File: src/common/cies_pkg.sv
package cies_pkg;
	// Instruction width and encodings
	localparam int          CIES_IW           = 14;
	localparam logic [13:0] CIES_NOP_VAL      = 14'h0000;
	localparam logic [13:0] CIES_NOP_MASK     = 14'h3f9f;
	localparam logic [13:0] CIES_OPT_LOAD_OP  = 14'h0062;
	localparam logic [13:0] CIES_RET_IRQ_OP   = 14'h0009;
	// Interrupt control layout
	localparam int          CIES_IRQ_EN_BIT   = 7;
	// Reset values
	localparam logic [7:0]  CIES_OPTION_RST   = 8'hff;
	localparam logic [7:0]  CIES_IRQCTL_RST   = 8'h00;
	localparam logic [12:0] CIES_PC_RST       = 13'h0000;
	// Cycle counts
	localparam int          CIES_RET_CYCLES   = 2;
	localparam int          CIES_PHASES       = 4;

	// Instruction class
	typedef enum logic [2:0] {
		CIES_CLS_NONE = 3'h0,
		CIES_CLS_NOP  = 3'h1,
		CIES_CLS_OPT  = 3'h2,
		CIES_CLS_RET  = 3'h3
	} cies_cls_t;

	// Phase within an instruction cycle
	typedef enum logic [3:0] {
		CIES_Q1 = 4'h1,
		CIES_Q2 = 4'h2,
		CIES_Q3 = 4'h4,
		CIES_Q4 = 4'h8
	} cies_phase_t;
endpackage : cies_pkg

File: src/rtl/cies_core.sv
`timescale 1ns/1ps
`default_nettype none
//Contract
// RULE_01 - NOP pattern changes nothing at all
// RULE_02 - Option-load copies W into option register
// RULE_03 - Option register also readable, writable as data
// RULE_04 - Software should prefer direct option writes
// RULE_05 - Interrupt return pops stack into PC
// RULE_06 - Interrupt return sets global_irq_enable bit 7
// RULE_07 - Interrupt return takes two cycles, second idle
// RULE_08 - Decode Q1, enable Q3, pop Q4
module cies_core
	import cies_pkg::*;
#(
	parameter int PC_W = 13
) (
	// Clock and reset
	input  wire logic            clk_sys,
	input  wire logic            nrst,
	// Fetch side
	input  wire logic [13:0]     instr,
	input  wire logic            instr_valid,
	// Core datapath
	input  wire logic [7:0]      w_reg,
	input  wire logic [PC_W-1:0] stack_top,
	// Direct data access to the option register
	input  wire logic            opt_wr,
	input  wire logic [7:0]      opt_wdata,
	// Direct data access to irq_control_reg
	input  wire logic            irqctl_wr,
	input  wire logic [7:0]      irqctl_wdata,
	// Results
	output logic [7:0]           option_reg,
	output logic [7:0]           irq_control_reg,
	output logic                 stack_pop,
	output logic                 pc_load,
	output logic [PC_W-1:0]      pc_value,
	output logic                 fetch_flush,
	output logic                 busy,
	output logic [3:0]           phase
);

	// Decoder result
	cies_cls_t       cls;

	// Sequencer state
	cies_phase_t     ph_r;
	cies_phase_t     ph_nxt;
	cies_cls_t       cur_r;
	cies_cls_t       cur_nxt;
	logic            second_r;
	logic            second_nxt;

	// Software visible registers
	logic [7:0]      opt_r;
	logic [7:0]      opt_nxt;
	logic [7:0]      ictl_r;
	logic [7:0]      ictl_nxt;

	// Return pulses and jump target
	logic            pop_r;
	logic            pop_nxt;
	logic            pcl_r;
	logic            pcl_nxt;
	logic [PC_W-1:0] pcv_r;
	logic [PC_W-1:0] pcv_nxt;
	logic            flush_r;
	logic            flush_nxt;

	// Word classifier
	cies_decode u_dec (
		.instr (instr),
		.cls   (cls)
	);

	// True when the held class runs in the given phase
	function automatic logic exec_at(
		input cies_cls_t   cls_now,
		input cies_phase_t ph_now,
		input cies_cls_t   cls_want,
		input cies_phase_t ph_want
	);
		exec_at = (cls_now == cls_want) && (ph_now == ph_want);
	endfunction : exec_at

	// Phase ring, word capture in Q1, idle second cycle
	always_comb begin
		// Hold unless a phase says otherwise
		ph_nxt     = ph_r;
		cur_nxt    = cur_r;
		second_nxt = second_r;
		case (ph_r)
			CIES_Q1: begin
				ph_nxt = CIES_Q2;
				// Second return cycle decodes nothing
				if (second_r) begin
					cur_nxt = CIES_CLS_NONE; // see RULE_07
				end else if (instr_valid) begin
					cur_nxt = cls; // see RULE_08
				end else begin
					cur_nxt = CIES_CLS_NONE;
				end
			end
			// Q2 only advances the ring
			CIES_Q2: begin
				ph_nxt = CIES_Q3;
			end
			// Q3 work sits in the register group
			CIES_Q3: begin
				ph_nxt = CIES_Q4;
			end
			// Q4 closes the instruction cycle
			CIES_Q4: begin
				ph_nxt = CIES_Q1;
				// Return arms the idle cycle, anything else ends it
				if (cur_r == CIES_CLS_RET) begin
					second_nxt = 1'b1; // see RULE_07
				end else begin
					second_nxt = 1'b0;
				end
			end
			// Corrupt phase code recovers to Q1
			default: begin
				ph_nxt = CIES_Q1;
			end
		endcase
	end

	// Sequencer registers, synchronous reset to Q1
	always_ff @(posedge clk_sys) begin
		if (!nrst) begin
			ph_r     <= CIES_Q1;
			cur_r    <= CIES_CLS_NONE;
			second_r <= 1'b0;
		end else begin
			ph_r     <= ph_nxt;
			cur_r    <= cur_nxt;
			second_r <= second_nxt;
		end
	end

	// Option and interrupt control registers
	always_comb begin
		// Hold by default
		opt_nxt  = opt_r;
		ictl_nxt = ictl_r;
		// Direct data writes, accepted in any phase
		if (opt_wr) begin
			opt_nxt = opt_wdata; // see RULE_03
		end
		if (irqctl_wr) begin
			ictl_nxt = irqctl_wdata;
		end

		// Option load in Q4 wins over a direct write
		if (exec_at(cur_r, ph_r, CIES_CLS_OPT, CIES_Q4)) begin
			opt_nxt = w_reg; // see RULE_02
		end
		// Enable set in Q3 wins over a direct bit 7 write
		if (exec_at(cur_r, ph_r, CIES_CLS_RET, CIES_Q3)) begin
			ictl_nxt[CIES_IRQ_EN_BIT] = 1'b1; // see RULE_06, RULE_08
		end

		// No-operation and unknown words leave both alone, see RULE_01
	end

	// Register flops, reset to idle values
	always_ff @(posedge clk_sys) begin
		if (!nrst) begin
			opt_r  <= CIES_OPTION_RST;
			ictl_r <= CIES_IRQCTL_RST;
		end else begin
			opt_r  <= opt_nxt;
			ictl_r <= ictl_nxt;
		end
	end

	// Stack pop, program counter load and fetch flush
	always_comb begin
		// Pulses last one cycle
		pop_nxt   = 1'b0;
		pcl_nxt   = 1'b0;
		flush_nxt = 1'b0;
		// Target holds between returns
		pcv_nxt   = pcv_r;
		// Q4 of a return pops the stack and redirects fetch
		if (exec_at(cur_r, ph_r, CIES_CLS_RET, CIES_Q4)) begin
			pop_nxt   = 1'b1; // see RULE_05, RULE_08
			pcl_nxt   = 1'b1;
			flush_nxt = 1'b1;
		end

		// Popped top of stack becomes the new program counter
		if (exec_at(cur_r, ph_r, CIES_CLS_RET, CIES_Q4)) begin
			pcv_nxt = stack_top; // see RULE_05
		end
	end

	// Return pulse flops
	always_ff @(posedge clk_sys) begin
		if (!nrst) begin
			pop_r   <= 1'b0;
			pcl_r   <= 1'b0;
			pcv_r   <= PC_W'(CIES_PC_RST);
			flush_r <= 1'b0;
		end else begin
			pop_r   <= pop_nxt;
			pcl_r   <= pcl_nxt;
			pcv_r   <= pcv_nxt;
			flush_r <= flush_nxt;
		end
	end

	// Outputs straight from flops
	assign option_reg      = opt_r;
	assign irq_control_reg = ictl_r;
	assign stack_pop       = pop_r;
	assign pc_load         = pcl_r;
	assign pc_value        = pcv_r;
	assign fetch_flush     = flush_r;
	assign busy            = second_r;
	assign phase           = ph_r;
endmodule : cies_core
`default_nettype wire

File: src/rtl/cies_decode.sv
`timescale 1ns/1ps
`default_nettype none
module cies_decode
	import cies_pkg::*;
(
	// Instruction word
	input  wire logic [13:0] instr,
	// Class
	output var  cies_cls_t   cls
);
	// Pattern match of the masked NOP pattern and the two exact words
	always_comb begin
		if ((instr & CIES_NOP_MASK) == CIES_NOP_VAL)
			cls = CIES_CLS_NOP; // see RULE_01
		else if (instr == CIES_OPT_LOAD_OP)
			cls = CIES_CLS_OPT; // see RULE_02
		else if (instr == CIES_RET_IRQ_OP)
			cls = CIES_CLS_RET; // see RULE_05
		else
			cls = CIES_CLS_NONE;
	end
endmodule : cies_decode
`default_nettype wire

File: config.mk
export PLATFORM = sky130hd
export DESIGN_NAME = cies_core
export DESIGN_NICKNAME = d
export VERILOG_FILES = /design/src/common/cies_pkg.sv /design/src/rtl/cies_core.sv /design/src/rtl/cies_decode.sv
export SDC_FILE = /design/constraint.sdc
export NUM_CORES = 1
export LEC_CHECK = 0
export ABC_AREA = 0
export BUFFER_PORTS_ARGS = -buffer_cell sky130_fd_sc_hd__buf_2
export CAP_MARGIN = 20
export CORE_ASPECT_RATIO = 2
export CORE_MARGIN = 3
export CORE_UTILIZATION = 39
export CTS_CLUSTER_SIZE = 12
export DETAILED_ROUTE_END_ITERATION = 8
export HOLD_SLACK_MARGIN = 0.05
export MAX_ROUTING_LAYER = met4
export PLACE_DENSITY_LB_ADDON = 0.08
export SETUP_SLACK_MARGIN = 0.3
export SYNTH_ARGS = -nofsm -noshare
export SYNTH_HDL_FRONTEND = slang
export SYNTH_HIERARCHICAL = 1
export SYNTH_SLANG_ARGS = --single-unit
File: constraint.sdc
create_clock -name clk_sys -period 1.3 [get_ports clk_sys]
set_input_delay 0.195 -clock clk_sys [delete_from_list [all_inputs] [get_ports clk_sys]]
set_output_delay 0.195 -clock clk_sys [all_outputs]
set_load 0.01 [all_outputs]
==> results by group <==
Worst hold path
  • HP Class: input port to register
  • Hold Path End: irq_control_reg[0]
  • Hold Startpoint: irqctl_wdata[0]
  • Cell count of the worst hold path: 3

Layout
  • Max FFs per register: 13
  • Layout Nets: 330
  • Final instance area: between 2000 and 3000 sq um
  • Synth-to-Final Area Change: 53.2%
  • Layout cells sized above 1: 51.3%
  • Diode count: 0
  • Finished Layout Cells: around 330
  • Final Util: 62.1%

Drt
  • DR WL/cell: between 10 and 15 um
  • Remaining DRCs: 0
  • DR vias: 1597
  • Iter 0 DRT Violations: 18
  • Total iterations of the first detailed-routing run: 3
  • Post-route antenna net violation count: 0
  • Total Wirelength: approximately 4200 um
  • Drt via density: just under 5

Synthesis
  • Yosys cell types: 31
  • Fraction of registers with async set/reset: 0%
  • Yosys reg bits: 38
  • Area of the mapped netlist: approximately 1700 sq um
  • Mapped Nets: ~230
  • Dominant cell type by area after synthesis: dfxtp_1
  • Mapped Cells: about 170
  • Avg Inst Size Synth: 9.69 sq um
  • Simple-gate share of the synthesized area: between 20 and 30%
  • Synth top area cells: dfxtp_1 46%, mux2i_1 18%, nand2_1 6.8%
  • XOR/XNOR Fraction of Synth Area: 0%
  • Portion of netlist area occupied by mux cells: between 15 and 20%
  • Synth warn: 6
  • EDFF count, synth: 0
  • Share of the synthesized area in the top cell type: around 46%
  • Complex-gate fraction of the synthesized area: 5.43%
  • Largest family of logic cells by synthesized area: simple AND/OR/NAND/NOR gates
  • Synth Flop Type: dfxtp_1
  • Post-Synth Adder-Cell Area: 0%
  • Post-synthesis sequential area ratio: 45.9%

GRT
  • Antenna violations before repair: 0
  • Vias in the first global route: around 1600
  • Grt ovf: 0
  • Gr usage total: between 10% and 20%
  • First-pass GRT wire length: ~6700 um
  • Pin count of the biggest net entering global routing: 22

Clock network
  • CTS buffer count: 5
  • CTS Sinks: 38
  • H-tree depth: 2
  • CTS clk-pin slew, worst paths: 70 ps
  • CTS Root Cell: clkbuf_8
  • Clock Latency Late Sink: 290 ps
  • TritonCTS clock tree: done
  • Clock Tree Buf Depth: 2

Die
  • IO Count: 93
  • Die W: ~52 um
  • Chip height: 98.2 um
  • Row Count: 33
  • Std-Cell Core Area: 4090 sq um
  • Initial core utilization: roughly two fifths
  • Die ar.: ~5100 sq um

Placement
  • Placed instance area: between 2000 and 2500 sq um
  • Gpl congestion: approximately 0.74
  • HPWL after detailed placement: 3080 um
  • Post-Place Cells: approximately 310
  • # port buffers: 92

Critical path
  • Req. time, crit path: about 1500 ps
  • CP Max Fanout: 15
  • Worst r2r src: phase[2]
  • Critical path class: register to register
  • Reg2Reg Setup Slack: -70 ps
  • CP Capture Type: register
  • Worst reg2reg path endpoint: pc_value[3]
  • Worst path arrival time: roughly 1600 ps
  • FF-to-FF path depth: 4
  • Critical Path Source Type: register

Timing
  • Final setup margin: -66.3 ps
  • Final setup viols: 17
  • Min Tclk post-route: between 1000 and 1500 ps
  • Highest clock rate: ~730 MHz
  • RSZ-0062 raised after global routing: true
  • Final critical-path share of the clock period: 105%
  • Worst Skew: roughly 4.7 ps
  • Hold slack final: between 100 and 150 ps
  • Fin. max-slew vios: 0
  • Fin. Hold Viols: 0

Power
  • Max VDD drop: 0.832 mV
  • Total power draw: 3.02 mW
  • PwrDens: between 1000 and 1500 nW/um^2
  • Leakage: ~1.2 nW

Status
  • Status: finished, violations left
  • Failing checks: negative setup slack

Flow run
  • Max-cap violations: 0
-- layout by cell type (no fill, tap or decap), types with 5 or more instances in the layout --
| cell type | instances |
|---|---|
| buf_2 | 89 |
| dfxtp_1 | 30 |
| mux2i_1 | 29 |
| nand2_1 | 28 |
| buf_6 | 12 |
| nor2_1 | 11 |
| and4b_1 | 8 |
| dfxtp_2 | 8 |
| buf_4 | 8 |
| a31oi_1 | 7 |
| clkbuf_8 | 6 |
| a21oi_1 | 5 |
-- through the flow --
stage,TNS [ps],setup slack (ps)
3_3_place_gp,-129,-11.6
3_5_place_dp,-425,-44.6
4_1_cts,-486,-47.6
5_1_grt,-2190,-142
2_1_floorplan,-230,-28.7
6_report,-768,-66.3
-- cell families after synthesis --
group,count (synthesis)
simple gates,73
flops,38
mux,29
compound gates,15
buf+inv,15
other cells,1
-- cell usage after synthesis, types with 2 or more instances --
| cell | count |
|---|---|
| dfxtp_1 | 38 |
| nand2_1 | 30 |
| mux2i_1 | 29 |
| nor2_1 | 12 |
| and4b_1 | 9 |
| a31oi_1 | 8 |
| clkbuf_1 | 8 |
| a21oi_1 | 5 |
| nand3_1 | 4 |
| buf_4 | 3 |
| and2_1 | 2 |
| nor2b_1 | 2 |
| nor4b_1 | 2 |
| o21a_1 | 2 |
-- power by group --
part,leakage [nW],switching (mW),internal (mW)
sequential,0.313,0.0346,1.22
clock,0.0714,0.410,0.818
combinational,0.821,0.234,0.305
total,1.21,0.678,2.34
-- critical path, stage by stage (launching register included) --
cell and delay (ps):
dfxtp_2 340, nor4b_4 300, and4b_2 310, buf_12 160, mux2i_1 190
-- layer usage --
metal	up-vias	GRT usage [%]	routed length [um]
li1	804	-	-
met1	721	17.1	1530
met2	64	31.3	2280
met3	8	4.12	314
met4	0	6.67	79
met5	-	-	0
-- worst max path at each step --
stage | startpoint | to | slack (ps) | depth (start not counted)
after floorplan | phase[2] | pc_value[10] | -30 | 5
after global placement | phase[2] | pc_value[12] | -10 | 4
after detailed placement | phase[2] | pc_value[11] | -40 | 4
after CTS | phase[2] | pc_value[3] | -50 | 4
after global routing | phase[2] | pc_value[0] | -140 | 4
final | phase[2] | pc_value[3] | -70 | 4
-- layout make-up --
class | count | area [sq um]
inverters | 1 | 3.75
fillers | 380 | 1550
clock inverters | 2 | 60.1
repair buffers | 110 | 661
well taps | 52 | 65.1
clock buffers | 6 | 82.6
flip-flops and latches | 38 | 771
multi-input cells | 118 | 897
-- repair_timing --
| item | 4_1_cts | 5_1_grt |
|---|---|---|
| endpoints found under the setup margin | 35 | 41 |
| pin swaps | 10 | 5 |
| hold buffers | 0 | 0 |
| gates resized for setup | 18 | 13 |
| cloned | 1 | 0 |
| setup buffers | 6 | 0 |
No activity file was read; power rests on OpenSTA's default activity.
